--- src/include/sebs_defines.svh ---
`ifndef SEBS_DEFINES_SVH
`define SEBS_DEFINES_SVH

// System clock rate
`define SEBS_CLK_MHZ 200

// Output hold after a serial clock fall, least time
`define SEBS_HOLD_NS 300
`define SEBS_HOLD_CYCLES ((`SEBS_HOLD_NS * `SEBS_CLK_MHZ + 999) / 1000)
`define SEBS_HOLD_W 7

// Self-timed write cycle, longest time
`define SEBS_TWR_US 5000
`define SEBS_TWR_CYCLES (`SEBS_TWR_US * `SEBS_CLK_MHZ)

// Array geometry
`define SEBS_ADDR_W 12
`define SEBS_PAGE_BYTES 32
`define SEBS_BYTE_W 8

// Device-type code, value arbitrary
`define SEBS_DEV_TYPE 4'h6

// Control byte fields
`define SEBS_CTRL_TYPE_HI 7
`define SEBS_CTRL_TYPE_LO 4
`define SEBS_CTRL_SEL_HI 3
`define SEBS_CTRL_SEL_LO 1
`define SEBS_CTRL_DIR 0

// Bit counter marks
`define SEBS_BIT_FIRST 4'h1
`define SEBS_BIT_ACK 4'h8
`define SEBS_BIT_POST 4'h9

`endif

--- src/include/sebs_pkg.sv ---
package sebs_pkg;

   typedef enum logic [2:0] {
      st_idle,
      st_ctrl,
      st_addr_hi,
      st_addr_lo,
      st_wdata,
      st_read,
      st_ignore
   } sebs_state_t;

endpackage

--- src/rtl/sebs_sync.sv ---
`timescale 1ns/100ps
module sebs_sync #(
   parameter int unsigned WIDTH = 1
) (
   // Clock and reset
   input wire logic i_sys_clk,
   input wire logic i_srst,
   // Levels
   input wire logic [WIDTH-1:0] i_async,
   output logic [WIDTH-1:0] o_sync
);

   logic [WIDTH-1:0] meta_q;

   // Idle bus lines are high, so reset to ones
   always_ff @(posedge i_sys_clk) begin
      if (i_srst) begin
         meta_q <= '1;
         o_sync <= '1;
      end else begin
         meta_q <= i_async;
         o_sync <= meta_q;
      end
   end

endmodule // sebs_sync

--- src/rtl/sebs_wr_timer.sv ---
`timescale 1ns/100ps
module sebs_wr_timer #(
   parameter int unsigned CYCLES = 1000000
) (
   // Clock and reset
   input wire logic i_sys_clk,
   input wire logic i_srst,
   // Control
   input wire logic i_start,
   output logic o_busy
);

   localparam int unsigned CNT_W = $clog2(CYCLES + 1);

   logic [CNT_W-1:0] cnt_q;

   always_ff @(posedge i_sys_clk) begin
      if (i_srst) begin
         cnt_q <= '0;
         o_busy <= 1'b0;
      end else if (i_start) begin
         cnt_q <= CNT_W'(CYCLES);
         o_busy <= 1'b1;
      end else if (cnt_q != '0) begin
         cnt_q <= cnt_q - 1'b1;
         o_busy <= (cnt_q != CNT_W'(1));
      end
   end

endmodule // sebs_wr_timer

--- src/rtl/sebs_slave.sv ---
`timescale 1ns/100ps
`include "sebs_defines.svh"
module sebs_slave
   import sebs_pkg::*;
#(
   parameter int unsigned ADDR_W = `SEBS_ADDR_W,
   parameter int unsigned PAGE_BYTES = `SEBS_PAGE_BYTES,
   parameter logic [3:0] DEV_TYPE = `SEBS_DEV_TYPE,
   parameter int unsigned TWR_CYCLES = `SEBS_TWR_CYCLES
) (
   // Clock and reset
   input wire logic i_sys_clk,
   input wire logic i_srst,
   // Two-wire bus pins
   input wire logic i_scl,
   input wire logic i_sda,
   output logic o_sda,
   output logic o_sda_oe,
   // Strap pins
   input wire logic i_select_bit_high,
   input wire logic i_select_bit_mid,
   input wire logic i_select_bit_low,
   input wire logic i_write_protect,
   // Array port
   output logic [ADDR_W-1:0] o_mem_addr,
   output logic o_mem_rd,
   input wire logic [`SEBS_BYTE_W-1:0] i_mem_rdata,
   output logic o_mem_wr,
   output logic [`SEBS_BYTE_W-1:0] o_mem_wdata,
   // Status
   output logic o_write_busy
);

   localparam int unsigned PAGE_W = $clog2(PAGE_BYTES);
   localparam int unsigned BW = `SEBS_BYTE_W;

   // Synchronised pins
   logic [5:0] pins_s;
   logic scl_s;
   logic sda_s;
   logic wp_s;
   logic [2:0] sel_s;

   // Line history and events
   logic scl_prev_q;
   logic sda_prev_q;
   logic scl_rise;
   logic scl_fall;
   logic start_ev;
   logic stop_ev;

   // Protocol state
   sebs_state_t state_q;
   logic [3:0] bit_cnt_q;
   logic [BW-1:0] rx_q;
   logic [BW-1:0] tx_q;
   logic [ADDR_W-1:0] ptr_q;
   logic dev_ack_q;
   logic oe_req_q;
   logic [`SEBS_HOLD_W-1:0] hold_cnt_q;

   // Page buffer and commit walk
   logic [BW-1:0] page_buf_q [PAGE_BYTES];
   logic [PAGE_BYTES-1:0] mask_q;
   logic commit_q;
   logic [PAGE_W-1:0] commit_idx_q;
   logic rd_ret_q;
   logic timer_busy;
   logic timer_start;

   // Decode wires
   logic rx_state;
   logic busy;
   logic ctrl_ok;
   logic ack_d;
   logic byte_end;
   logic ack_end;
   logic rd_ack_rise;
   logic fetch_first;
   logic fetch_next;
   logic tx_bit_fall;
   logic tx_rel_fall;
   logic commit_go;
   logic commit_last;
   logic [PAGE_W-1:0] wr_slot;

   function automatic logic ctrl_match(input logic [BW-1:0] b,
                                       input logic [2:0] sel);
      ctrl_match =
         (b[`SEBS_CTRL_TYPE_HI:`SEBS_CTRL_TYPE_LO] == DEV_TYPE) &&
         (b[`SEBS_CTRL_SEL_HI:`SEBS_CTRL_SEL_LO] == sel);
   endfunction

   sebs_sync #(
      .WIDTH(6)
   ) u_sync (
      .i_sys_clk(i_sys_clk),
      .i_srst(i_srst),
      .i_async({i_scl, i_sda, i_write_protect, i_select_bit_high,
                i_select_bit_mid, i_select_bit_low}),
      .o_sync(pins_s)
   );

   assign scl_s = pins_s[5];
   assign sda_s = pins_s[4];
   assign wp_s = pins_s[3];
   assign sel_s = pins_s[2:0];

   always_ff @(posedge i_sys_clk) begin
      if (i_srst) begin
         scl_prev_q <= 1'b1;
         sda_prev_q <= 1'b1;
      end else begin
         scl_prev_q <= scl_s;
         sda_prev_q <= sda_s;
      end
   end

   assign scl_rise = scl_s & ~scl_prev_q;
   assign scl_fall = ~scl_s & scl_prev_q;
   assign start_ev = scl_s & scl_prev_q & sda_prev_q & ~sda_s;
   assign stop_ev = scl_s & scl_prev_q & ~sda_prev_q & sda_s;

   // Byte framing
   assign rx_state = (state_q == st_ctrl) || (state_q == st_addr_hi) ||
                     (state_q == st_addr_lo) || (state_q == st_wdata);
   assign byte_end = scl_fall && rx_state && (bit_cnt_q == `SEBS_BIT_ACK);
   assign ack_end = scl_fall && (bit_cnt_q == `SEBS_BIT_POST);

   assign busy = commit_q | timer_busy;
   // Busy device refuses even its own control byte
   assign ctrl_ok = ctrl_match(rx_q, sel_s) && !busy;
   assign ack_d = (state_q == st_ctrl) ? ctrl_ok : 1'b1;

   // Read side
   assign rd_ack_rise = scl_rise && (state_q == st_read) &&
                        (bit_cnt_q == `SEBS_BIT_ACK) && !dev_ack_q;
   assign fetch_first = byte_end && (state_q == st_ctrl) && ctrl_ok &&
                        rx_q[`SEBS_CTRL_DIR];
   assign fetch_next = rd_ack_rise && !sda_s;
   assign tx_bit_fall = scl_fall && (state_q == st_read) &&
                        (bit_cnt_q >= `SEBS_BIT_FIRST) &&
                        (bit_cnt_q < `SEBS_BIT_ACK);
   assign tx_rel_fall = scl_fall && (state_q == st_read) &&
                        (bit_cnt_q == `SEBS_BIT_ACK);

   // Write side
   assign wr_slot = ptr_q[PAGE_W-1:0];
   assign commit_go = stop_ev && (state_q == st_wdata) &&
                      (mask_q != '0) && !wp_s;
   assign commit_last = commit_q && (commit_idx_q == PAGE_W'(PAGE_BYTES - 1));
   assign timer_start = commit_last;

   // Protocol state machine
   always_ff @(posedge i_sys_clk) begin
      if (i_srst) begin
         state_q <= st_idle;
      end else if (start_ev) begin
         state_q <= st_ctrl;
      end else if (stop_ev) begin
         state_q <= st_idle;
      end else if (byte_end) begin
         case (state_q)
            st_ctrl: begin
               if (!ctrl_ok)
                  state_q <= st_ignore;
               else if (rx_q[`SEBS_CTRL_DIR])
                  state_q <= st_read;
               else
                  state_q <= st_addr_hi;
            end
            st_addr_hi: begin
               state_q <= st_addr_lo;
            end
            st_addr_lo: begin
               state_q <= st_wdata;
            end
            default: begin
               state_q <= state_q;
            end
         endcase
      end else if (rd_ack_rise && sda_s) begin
         state_q <= st_ignore;
      end
   end

   // Bit counter: 0..7 data, 8 waits ack pulse, 9 inside ack pulse
   always_ff @(posedge i_sys_clk) begin
      if (i_srst || start_ev || stop_ev)
         bit_cnt_q <= '0;
      else if (ack_end)
         bit_cnt_q <= '0;
      else if (scl_rise && bit_cnt_q < `SEBS_BIT_POST)
         bit_cnt_q <= bit_cnt_q + 1'b1;
   end

   // Receive shift, sampled while clock is high
   always_ff @(posedge i_sys_clk) begin
      if (i_srst)
         rx_q <= '0;
      else if (scl_rise && bit_cnt_q < `SEBS_BIT_ACK)
         rx_q <= {rx_q[BW-2:0], sda_s};
   end

   // Transmit shift and array data capture
   always_ff @(posedge i_sys_clk) begin
      if (i_srst)
         tx_q <= '0;
      else if (rd_ret_q)
         tx_q <= i_mem_rdata;
      else if (scl_rise && state_q == st_read && bit_cnt_q < `SEBS_BIT_ACK)
         tx_q <= {tx_q[BW-2:0], 1'b0};
   end

   // Address pointer
   always_ff @(posedge i_sys_clk) begin
      if (i_srst) begin
         ptr_q <= '0;
      end else if (byte_end && state_q == st_addr_hi) begin
         ptr_q[ADDR_W-1:BW] <= rx_q[ADDR_W-BW-1:0];
      end else if (byte_end && state_q == st_addr_lo) begin
         ptr_q[BW-1:0] <= rx_q;
      end else if (byte_end && state_q == st_wdata) begin
         ptr_q[PAGE_W-1:0] <= wr_slot + 1'b1;
      end else if (rd_ack_rise) begin
         ptr_q <= ptr_q + 1'b1;
      end
   end

   // Own acknowledge flag, kept apart from the master's
   always_ff @(posedge i_sys_clk) begin
      if (i_srst || start_ev || stop_ev)
         dev_ack_q <= 1'b0;
      else if (byte_end)
         dev_ack_q <= ack_d;
      else if (ack_end)
         dev_ack_q <= 1'b0;
   end

   // Requested data line drive, set only on clock falls
   always_ff @(posedge i_sys_clk) begin
      if (i_srst || start_ev || stop_ev)
         oe_req_q <= 1'b0;
      else if (byte_end)
         oe_req_q <= ack_d;
      else if (ack_end)
         oe_req_q <= (state_q == st_read) && !tx_q[BW-1];
      else if (tx_bit_fall)
         oe_req_q <= !tx_q[BW-1];
      else if (tx_rel_fall)
         oe_req_q <= 1'b0;
   end

   // Drive change waits out the hold time after the clock fall
   always_ff @(posedge i_sys_clk) begin
      if (i_srst || start_ev || stop_ev) begin
         hold_cnt_q <= '0;
         o_sda_oe <= 1'b0;
      end else if (scl_fall) begin
         hold_cnt_q <= `SEBS_HOLD_W'(`SEBS_HOLD_CYCLES);
      end else if (hold_cnt_q != '0) begin
         hold_cnt_q <= hold_cnt_q - 1'b1;
         if (hold_cnt_q == `SEBS_HOLD_W'(1))
            o_sda_oe <= oe_req_q;
      end
   end

   // Open-drain: only ever pulls low
   always_ff @(posedge i_sys_clk) begin
      o_sda <= 1'b0;
   end

   // Page buffer fill; overflow overwrites within the page
   always_ff @(posedge i_sys_clk) begin
      if (byte_end && state_q == st_wdata)
         page_buf_q[wr_slot] <= rx_q;
   end

   always_ff @(posedge i_sys_clk) begin
      if (i_srst)
         mask_q <= '0;
      else if (byte_end && state_q == st_addr_lo)
         mask_q <= '0;
      else if (byte_end && state_q == st_wdata)
         mask_q[wr_slot] <= 1'b1;
   end

   // Commit walk over the page, one slot per cycle
   always_ff @(posedge i_sys_clk) begin
      if (i_srst) begin
         commit_q <= 1'b0;
         commit_idx_q <= '0;
      end else if (commit_go) begin
         commit_q <= 1'b1;
         commit_idx_q <= '0;
      end else if (commit_q) begin
         commit_idx_q <= commit_idx_q + 1'b1;
         if (commit_last)
            commit_q <= 1'b0;
      end
   end

   sebs_wr_timer #(
      .CYCLES(TWR_CYCLES)
   ) u_wr_timer (
      .i_sys_clk(i_sys_clk),
      .i_srst(i_srst),
      .i_start(timer_start),
      .o_busy(timer_busy)
   );

   // Array port; reads cannot overlap a commit since busy refuses them
   always_ff @(posedge i_sys_clk) begin
      if (i_srst) begin
         o_mem_addr <= '0;
         o_mem_rd <= 1'b0;
         o_mem_wr <= 1'b0;
         o_mem_wdata <= '0;
         rd_ret_q <= 1'b0;
      end else begin
         o_mem_rd <= fetch_first | fetch_next;
         o_mem_wr <= commit_q && mask_q[commit_idx_q];
         o_mem_wdata <= mask_q[commit_idx_q] ? page_buf_q[commit_idx_q] : '0;
         rd_ret_q <= o_mem_rd;
         if (commit_q)
            o_mem_addr <= {ptr_q[ADDR_W-1:PAGE_W], commit_idx_q};
         else if (fetch_next)
            o_mem_addr <= ptr_q + 1'b1;
         else if (fetch_first)
            o_mem_addr <= ptr_q;
      end
   end

   always_ff @(posedge i_sys_clk) begin
      if (i_srst)
         o_write_busy <= 1'b0;
      else
         o_write_busy <= busy | commit_go;
   end

endmodule // sebs_slave

--- config.mk ---
export PLATFORM = sky130hd
export DESIGN_NAME = sebs_slave
export DESIGN_NICKNAME = d
export VERILOG_FILES = /design/src/include/sebs_pkg.sv /design/src/rtl/sebs_sync.sv /design/src/rtl/sebs_wr_timer.sv /design/src/rtl/sebs_slave.sv
export VERILOG_INCLUDE_DIRS = /design/src /design/src/include
export SDC_FILE = /design/constraint.sdc
export NUM_CORES = 1
export LEC_CHECK = 0
export ABC_CLOCK_PERIOD_IN_PS = 3400
export BUFFER_PORTS_ARGS = -buffer_cell sky130_fd_sc_hd__buf_2
export CAP_MARGIN = 0
export CORE_MARGIN = 8
export CORE_UTILIZATION = 50
export CTS_BUF_LIST = sky130_fd_sc_hd__clkbuf_2
export DETAILED_ROUTE_END_ITERATION = 12
export PLACE_DENSITY = 0.71
export SETUP_SLACK_MARGIN = 0.2
export SYNTH_ARGS = -nofsm -noshare
export SYNTH_HDL_FRONTEND = slang
export SYNTH_SLANG_ARGS = --single-unit
--- constraint.sdc ---
create_clock -name i_sys_clk -period 3.4 [get_ports i_sys_clk]
set_input_delay 0.34 -clock i_sys_clk [delete_from_list [all_inputs] [get_ports i_sys_clk]]
set_output_delay 0.34 -clock i_sys_clk [all_outputs]
set_load 0.02 [all_outputs]
==> results.yml, run 1 <==
routing:
  drt_iter0_markers: 804
  via_per_inst: 5.70
  routed_wl_um: 37600
  dr.pass1.iters: 7
  drc: 0
  ant_nets: 0
  route.vias.total: 10000
  wl_per_cell_um: 21.4
floorplanning:
  ios: 41
  num_rows: 66
  die_y_um: 196
  die_x_um: 196
  core_area_um2: 32300
  die_area_um2: 38500
  start_util_pct: 50.3
cts:
  clk_path_buf_depth: 3
  htreeDepth: 3
  cts_tree: "done"
  root_buffer: "clkbuf_2"
  cts_inserted_buffers: 98
  clkTransAtPathRegs_ps: 100
  ctsResizeCount: 0
  cts.sinks: 398
  clk_latency_ps: 980
synth:
  synth_top_cell_by_area: "edfxtp_1"
  syn_inst: 1103
  yosysUniqueCellTypes: 66
  ys.flop_type: "edfxtp_1"
  synth_edf_count: 256
  synth_warnings: 0
  synth-seq-cells: 398
  syn-cell-area_um2: 16200
  synth.most_common_cell: "edfxtp_1"
  mappedNetlistNets: 1133
  synth_top_cell_area_share_pct: 47.3
  ys_top_cells_by_area: "edfxtp_1, dfxtp_1, mux4_2"
  ys_async_sr_fraction_pct: 0
  synth-seq-area-share_pct: 64.9
  ys_top_cells_by_count: "edfxtp_1, dfxtp_1, nor2_1"
  syn_avg_cell_area_um2: 14.7
global_routing:
  antenna_found_initial: 1
  grt_start_max_net_pins: 45
  grt_pass1_wl_um: 58100
  grt_pass1_vias: 10000
  grt_overflow: 0
  grt_use_total_pct: 19.7
finish:
  nFillCells: 2618
  fin_nets: 1261
  layout-drive-gt1-share_pct: 26.0
  synthToLayoutAreaGrowth_pct: 11.3
power:
  p_switching_mw: 2.61
  pwr-share-comb_pct: 10.5
  internal_power_mw: 6.85
  power.leakage_nw: 6.21
  clkPwrFrac_pct: 33.1
  switching_share_pct: 27.6
  p_seq_share_pct: 56.4
  powerDensity_nw_per_um2: 523
  ir_drop_uv: 324
timing:
  hold_viol_final: 0
  period_needed_ps: 2850
  rsz0062_at_grt: "false"
  finalCritPeriodShare_pct: 83.7
  postLayoutSetupSlackWorst_ps: 554
  setup_violations: 0
  tightest_slew_ps: 915
  fmax_mhz: 351
  maxSlewViolCount: 0
  fin_worst_skew_ps: 78.5
  fin_tns_setup_ps: 0
  slew_headroom_pct: 38.9
hold_path:
  hold_path_class: "input pin to flop"
place:
  place_hpwl_um: 23500
  place_ws_ps: 567
  portBuffers: 39
  place.gp.congestion: 0.831
status:
  outcome: "finished, final reports clean"
worst_setup_path:
  critPathMaxFanout: 11
  cp-start-kind: "flop"
  cp-end-kind: "flop"
  worstPathArrival_ps: 3390
  worstSetupPathType: "flop to flop"
  cp.required_ps: 3950
flow_run:
  max_cap_viol_count: 0
-- repair_timing --
action,in CTS,in global routing
buffers inserted,0,0
endpoints found under the hold margin,21,0
hold buffers,16,0
-- cells in the final DEF (no fill, tap or decap), types with 11 or more instances in the layout --
cell type,instances
a211oi_1,27
a21oi_1,40
buf_2,39
buf_4,31
clkbuf_2,140
clkinv_1,28
dfxtp_1,139
dlygate4sd3_1,16
edfxtp_1,256
ha_1,14
inv_1,13
mux2i_1,36
mux4_2,82
nand2_1,42
nand3_1,17
nand4_1,15
nor2_1,110
nor3_1,11
nor4_1,14
o21a_1,33
o21ai_0,16
or2_2,18
xnor2_1,16
xor2_1,23
-- critical path: stages (launching register included) --
cell and delay, ps:
dfxtp_1 340, inv_1 100, ha_1 200, and3b_1 270, and3_1 380, nand2_1 450
nor2_1 750
-- registers in the layout, summed over array words and instances (netlist names), 3 cells and up --
name,count
bit_cnt_q,4
commit_idx_q,5
hold_cnt_q,7
mask_q,32
o_mem_addr,12
o_mem_wdata,8
page_buf_q,256
ptr_q,12
rx_q,8
state_q,3
tx_q,8
u_sync.meta_q,6
u_sync.o_sync,6
u_wr_timer.cnt_q,20
-- cell families after synthesis --
logic type      Yosys count  share of synthesized area, %
mux                     118                          13.6
flops                   398                          64.9
xor+xnor                 39                          2.10
buf+inv                  72                          1.92
simple gates            300                          9.74
compound gates          161                          6.69
other cells               1                        0.0231
fa+ha+maj                14                          1.08
-- layout make-up --
type	instances	area, um^2	share of cell area [%]
sequential	398	10500	58.3
multi-input combinational	633	5400	29.9
clock buffer	140	701	3.88
timing repair buffer	87	608	3.37
tap	442	553	3.06
clock inverter	42	210	1.16
inverter	13	48.8	0.270
antenna	1	2.50	0.0139
-- power by group through the flow --
stage | clock (mW) | sequential [mW] | combinational [mW]
after floorplan | 0 | 5.42 | 0.811
after global placement | 0 | 5.44 | 0.949
after detailed placement | 0 | 5.44 | 0.972
after CTS | 3.23 | 5.33 | 0.995
after global routing | 3.45 | 5.36 | 1.11
final | 3.13 | 5.33 | 0.994
-- stage by stage --
| stage | total power [mW] | cells | area (um^2) | hold WS, ps | util, % |
|---|---|---|---|---|---|
| 2_1_floorplan | 6.23 | 1103 | 16200 | 389 | - |
| 3_3_place_gp | 6.38 | 1557 | 17000 | 392 | 52.6 |
| 3_5_place_dp | 6.41 | 1557 | 17000 | 394 | 52.6 |
| 4_1_cts | 9.56 | 1755 | 18100 | 80.6 | 55.9 |
| 5_1_grt | 9.92 | 1756 | 18100 | 65.7 | 55.9 |
| 6_report | 9.45 | 1756 | 18100 | 139 | 55.9 |
-- path summary, 6_finish.rpt --
path | startpoint | end | slack (ps) | cells past startpoint
worst min-delay path | i_scl | u_sync.meta_q[5]$_SDFF_PP1_ | 140 | 3
worst max register to register | bit_cnt_q[1]$_SDFFE_PP0P_ | page_buf_q[3][2]$_DFFE_PP_ | 550 | 6
worst max-delay path | bit_cnt_q[1]$_SDFFE_PP0P_ | page_buf_q[3][2]$_DFFE_PP_ | 550 | 6
worst min register to register | u_sync.meta_q[3]$_SDFF_PP1_ | u_sync.o_sync[3]$_SDFF_PP1_ | 410 | 1
-- per-layer routing --
metal  track usage [%]  share of wire, %  up-vias
li1                  -                 -     4580
met1              27.6                44     4944
met2              29.5                45      418
met3              4.87               8.6       73
met4              7.41               2.2        0
met5                 0                 0        -
Note: power is estimated with default switching activity, not from simulation.
==> run 2, diff against run 1 <==
Settings changed: ABC_CLOCK_PERIOD_IN_PS 3400 to 2600, PLACE_DENSITY 0.71 to 0.74.
Clock period 3.4 ns to 2.6 ns, I/O delays scaled along.
==> results.yml, run 2 (synthesis gave the netlist of run 1 again) <==
status:
  outcome: "finished, final reports clean"
timing:
  hold_viol_final: 0
  fin_tns_setup_ps: 0
  setup_violations: 0
  postLayoutSetupSlackWorst_ps: 313
  fin_worst_skew_ps: 117
  period_needed_ps: 2290
  rsz0062_at_grt: "false"
  maxSlewViolCount: 0
  tightest_slew_ps: 763
  finalCritPeriodShare_pct: 87.9
  slew_headroom_pct: 49.2
  fmax_mhz: 437
  hold_ws_ps: 119
cts:
  clk_path_buf_depth: 3
  htreeDepth: 3
  clkTransAtPathRegs_ps: 120
  cts_tree: "done"
  root_buffer: "clkbuf_2"
  clk_latency_ps: 950
  cts_inserted_buffers: 98
  cts.sinks: 398
power:
  internal_power_mw: 9.04
  pwr-share-comb_pct: 10.6
  power.leakage_nw: 6.43
  p_seq_share_pct: 56.3
  switching_share_pct: 27.0
  p_switching_mw: 3.35
  ir_drop_uv: 590
  finalPower_mw: 12.4
  powerDensity_nw_per_um2: 675
  clkPwrFrac_pct: 33.1
place:
  postPlaceCellArea_um2: 17200
  place.gp.congestion: 0.821
  place_hpwl_um: 22800
  dp_cells: 1589
  place_ws_ps: 286
  portBuffers: 39
finish:
  post-route-util_pct: 56.8
  nFillCells: 2549
  final_cell_mix: "edfxtp_1, dfxtp_1, clkbuf_2"
  fin_nets: 1293
  synthToLayoutAreaGrowth_pct: 13.0
  fin_cells: 1786
  final_common_cell: "edfxtp_1"
  largest_register_ffs: 256
  largestRegisters: "page_buf_q: 256 flops, mask_q: 32 flops, u_wr_timer.cnt_q: 20 flops"
  design_area_um2: 18400
  max_flop_register: "page_buf_q"
  layout-drive-gt1-share_pct: 27.6
worst_setup_path:
  worstPathArrival_ps: 3060
  cp.required_ps: 3370
  worstSetupPathType: "flop to flop"
  cp-end-kind: "flop"
  critPathMaxFanout: 24
  cp-start-kind: "flop"
global_routing:
  grt_pass1_vias: 10000
  grt_overflow: 0
  grt_start_max_net_pins: 41
  antenna_found_initial: 1
  grt_pass1_wl_um: 55200
  grt_use_total_pct: 18.4
floorplanning:
  die_y_um: 196
  die_area_um2: 38500
  die_x_um: 196
  ios: 41
  start_util_pct: 50.3
  num_rows: 66
  core_area_um2: 32300
routing:
  drt_iter0_markers: 881
  drc: 0
  route.vias.total: 9911
  ant_nets: 0
  wl_per_cell_um: 19.7
  routed_wl_um: 35100
  via_per_inst: 5.55
  dr.pass1.iters: 5
hold_path:
  hold_path_class: "input pin to flop"
flow_run:
  max_cap_viol_count: 0
==> run 2: repair_timing <==
item,in CTS,in global routing
setup buffers,0,0
endpoints found under the setup margin,0,155
endpoints found under the hold margin,30,0
hold buffers,16,0
gates resized for setup,0,3
==> run 2: layout make-up <==
type	instances	area, um^2	area share (%)
clock inverter	43	243	1.32
antenna	1	2.50	0.0136
inverter	13	48.8	0.266
clock buffer	137	686	3.74
timing repair buffer	119	861	4.69
tap	442	553	3.01
sequential	398	10500	57.4
multi-input combinational	633	5420	29.5
==> run 2: power by group through the flow <==
stage	logic (mW)	clock network (mW)	registers, mW
after floorplan	1.06	0	7.08
after global placement	1.25	0	7.11
after detailed placement	1.29	0	7.12
after CTS	1.32	4.24	6.97
after global routing	1.49	4.56	7.00
final	1.32	4.10	6.98
==> run 2: final timing paths <==
| path | to | depth (start not counted) | slack (ps) | start |
|---|---|---|---|---|
| worst max-delay path | o_mem_wdata[1]$_SDFF_PP0_ | 6 | 310 | commit_idx_q[1]$_SDFFE_PP0P_ |
| worst min-delay path | u_sync.meta_q[0]$_SDFF_PP1_ | 3 | 120 | i_select_bit_low |
| worst max register to register | o_mem_wdata[1]$_SDFF_PP0_ | 6 | 310 | commit_idx_q[1]$_SDFFE_PP0P_ |
| worst min register to register | u_sync.o_sync[4]$_SDFF_PP1_ | 1 | 420 | u_sync.meta_q[4]$_SDFF_PP1_ |
==> run 2: worst max-delay path: stages (launching register included) <==
cell and delay, ps:
dfxtp_4 560, buf_12 240, mux4_2 310, mux4_2 470, mux2i_1 120, or2_1 360, nor2_1 100
==> run 2: layer usage <==
metal	vias up	wire length [um]	GRT usage [%]
met4	0	1060	8.23
met3	61	2250	4.11
li1	4639	-	-
met1	4864	15400	24.7
met5	-	0	0
met2	347	16400	28.4
==> run 3, diff against run 2 <==
Settings changed: ABC_AREA set to 1, CORE_ASPECT_RATIO set to 1.75.
==> results.yml, run 3 <==
floorplanning:
  die_area_um2: 40500
  core_area_um2: 33600
  die_y_um: 260
  num_rows: 89
  start_util_pct: 50.7
  die_x_um: 156
  ios: 41
place:
  postPlaceCellArea_um2: 17800
  portBuffers: 39
  place_hpwl_um: 29700
  place.gp.congestion: 0.933
timing:
  slew_headroom_pct: 59.3
  fin_tns_setup_ps: 0
  finalCritPeriodShare_pct: 87.0
  period_needed_ps: 2260
  maxSlewViolCount: 0
  fin_worst_skew_ps: 104
  setup_violations: 0
  rsz0062_at_grt: "false"
  fmax_mhz: 442
  tightest_slew_ps: 610
  hold_viol_final: 0
finish:
  design_area_um2: 19100
  layout-drive-gt1-share_pct: 13.5
  post-route-util_pct: 56.8
  max_flop_register: "page_buf_q"
  final_cell_mix: "nor2_1, edfxtp_1, nand2_1"
  multiInputGateArea_um2: 5560
  synthToLayoutAreaGrowth_pct: 12.0
  regArea_um2: 10500
  fin_nets: 1948
  final_common_cell: "nor2_1"
  largestRegisters: "page_buf_q: 256 flops, mask_q: 32 flops, u_wr_timer.cnt_q: 20 flops"
  largest_register_ffs: 256
  nFillCells: 2962
routing:
  via_per_inst: 5.55
  route.vias.total: 13500
  ant_nets: 0
  drt_iter0_markers: 1023
  wl_per_cell_um: 18.9
  routed_wl_um: 46100
  dr.pass1.iters: 7
  drc: 0
synth:
  yosysUniqueCellTypes: 38
  syn_avg_cell_area_um2: 9.51
  ys_top_cells_by_count: "nor2_1, edfxtp_1, nand2_1"
  synth_warnings: 0
  syn_inst: 1792
  synth-seq-cells: 398
  synth_top_cell_by_area: "edfxtp_1"
  synth_edf_count: 256
  mappedNetlistNets: 1822
  ys_top_cells_by_area: "edfxtp_1, dfxtp_1, nor2_1"
  syn-cell-area_um2: 17000
  synth_top_cell_area_share_pct: 45.1
  synth-seq-area-share_pct: 61.8
  ys_async_sr_fraction_pct: 0
  synth.most_common_cell: "nor2_1"
  ys.flop_type: "edfxtp_1"
cts:
  cts_tree: "done"
  cts_inserted_buffers: 82
  clk_latency_ps: 1050
  clk_path_buf_depth: 3
  htreeDepth: 3
  cts.sinks: 398
  clkTransAtPathRegs_ps: 140
  root_buffer: "clkbuf_2"
status:
  outcome: "finished, final reports clean"
power:
  powerDensity_nw_per_um2: 663
  ir_drop_uv: 513
  power.leakage_nw: 7.13
worst_setup_path:
  worstPathArrival_ps: 2920
  cp-start-kind: "flop"
  critPathMaxFanout: 9
  cp-end-kind: "flop"
  worstSetupPathType: "flop to flop"
  cp.required_ps: 3260
global_routing:
  grt_overflow: 0
  grt_use_total_pct: 22.9
  grt_start_max_net_pins: 81
  use_met3_pct: 4.69
  grt.busiest_layer: "met2"
  grt_pass1_vias: 13600
  gr-usage-met1_pct: 22.0
  use_met2_pct: 42.5
  grt_pass1_wl_um: 70900
  antenna_found_initial: 2
flow_run:
  max_cap_viol_count: 0
hold_path:
  hold_path_class: "input pin to flop"
[run 3: layout make-up]
class                   instances  share of cell area, %
flip-flops and latches        398                   55.2
clock buffers                 108                   2.83
multi-input cells            1151                   29.1
repair buffers                127                   5.41
well taps                     455                   2.98
diodes                          2                 0.0262
inverters                     158                   3.15
clock inverters                40                   1.26
[run 3: layer usage]
metal | wire length [um] | vias up
met2 | 24500 | 630
met3 | 3050 | 179
met5 | 0 | -
met1 | 15400 | 6329
met4 | 3140 | 0
li1 | - | 6404
[run 3: path summary, 6_finish.rpt]
check / startpoint / endpoint / slack [ps] / cells after the start
min: i_srst / o_mem_addr[1]$_SDFFE_PP0P_ / 270 / 4
max reg2reg: bit_cnt_q[0]$_SDFFE_PP0P_ / page_buf_q[5][0]$_DFFE_PP_ / 340 / 12
min reg2reg: u_sync.meta_q[3]$_SDFF_PP1_ / u_sync.o_sync[3]$_SDFF_PP1_ / 400 / 1
max: bit_cnt_q[0]$_SDFFE_PP0P_ / page_buf_q[5][0]$_DFFE_PP_ / 340 / 12
[run 3: critical path, cell delays in order (launching register included)]
cell and delay, ps:
dfxtp_1 370, inv_1 90, ha_1 180, nand3_2 120
nor2_4 170, inv_2 60, nor2_2 140, inv_2 130
nor2_4 160, buf_4 180, inv_2 40, nor2_1 90
buf_4 190
[run 3: per-stage QoR]
step	total power [mW]	std cells	hold slack [ps]	setup slack (ps)
final	12.7	2439	265	338
after global routing	13.3	2439	270	178
after CTS	12.7	2431	186	204
after detailed placement	8.92	2245	394	257
after global placement	8.87	2245	391	307
after floorplan	8.50	1792	364	531
[run 3: cell families (layout without fill, tap and decap cells)]
logic type	Yosys count	in the layout	share of synthesized area (%)
xor+xnor	20	20	1.03
flops	398	398	61.8
simple gates	752	752	18.6
other cells	1	3	0.0220
compound gates	364	364	12.0
fa+ha+maj	14	14	1.03
buf+inv	243	433	5.57
[run 3: report_power, final]
part           switching, mW  total (mW)  internal (mW)
registers              0.181        7.06           6.88
logic                   1.11        1.78          0.671
clock network           2.37        3.82           1.45
total                   3.66        12.7           9.00
[run 3: timing repair]
| item | CTS | global route |
|---|---|---|
| buffers inserted | 0 | 6 |
| setup endpoints to repair | 0 | 203 |
| endpoints found under the hold margin | 107 | 0 |
| hold buffers | 38 | 0 |
| gates resized for setup | 0 | 18 |
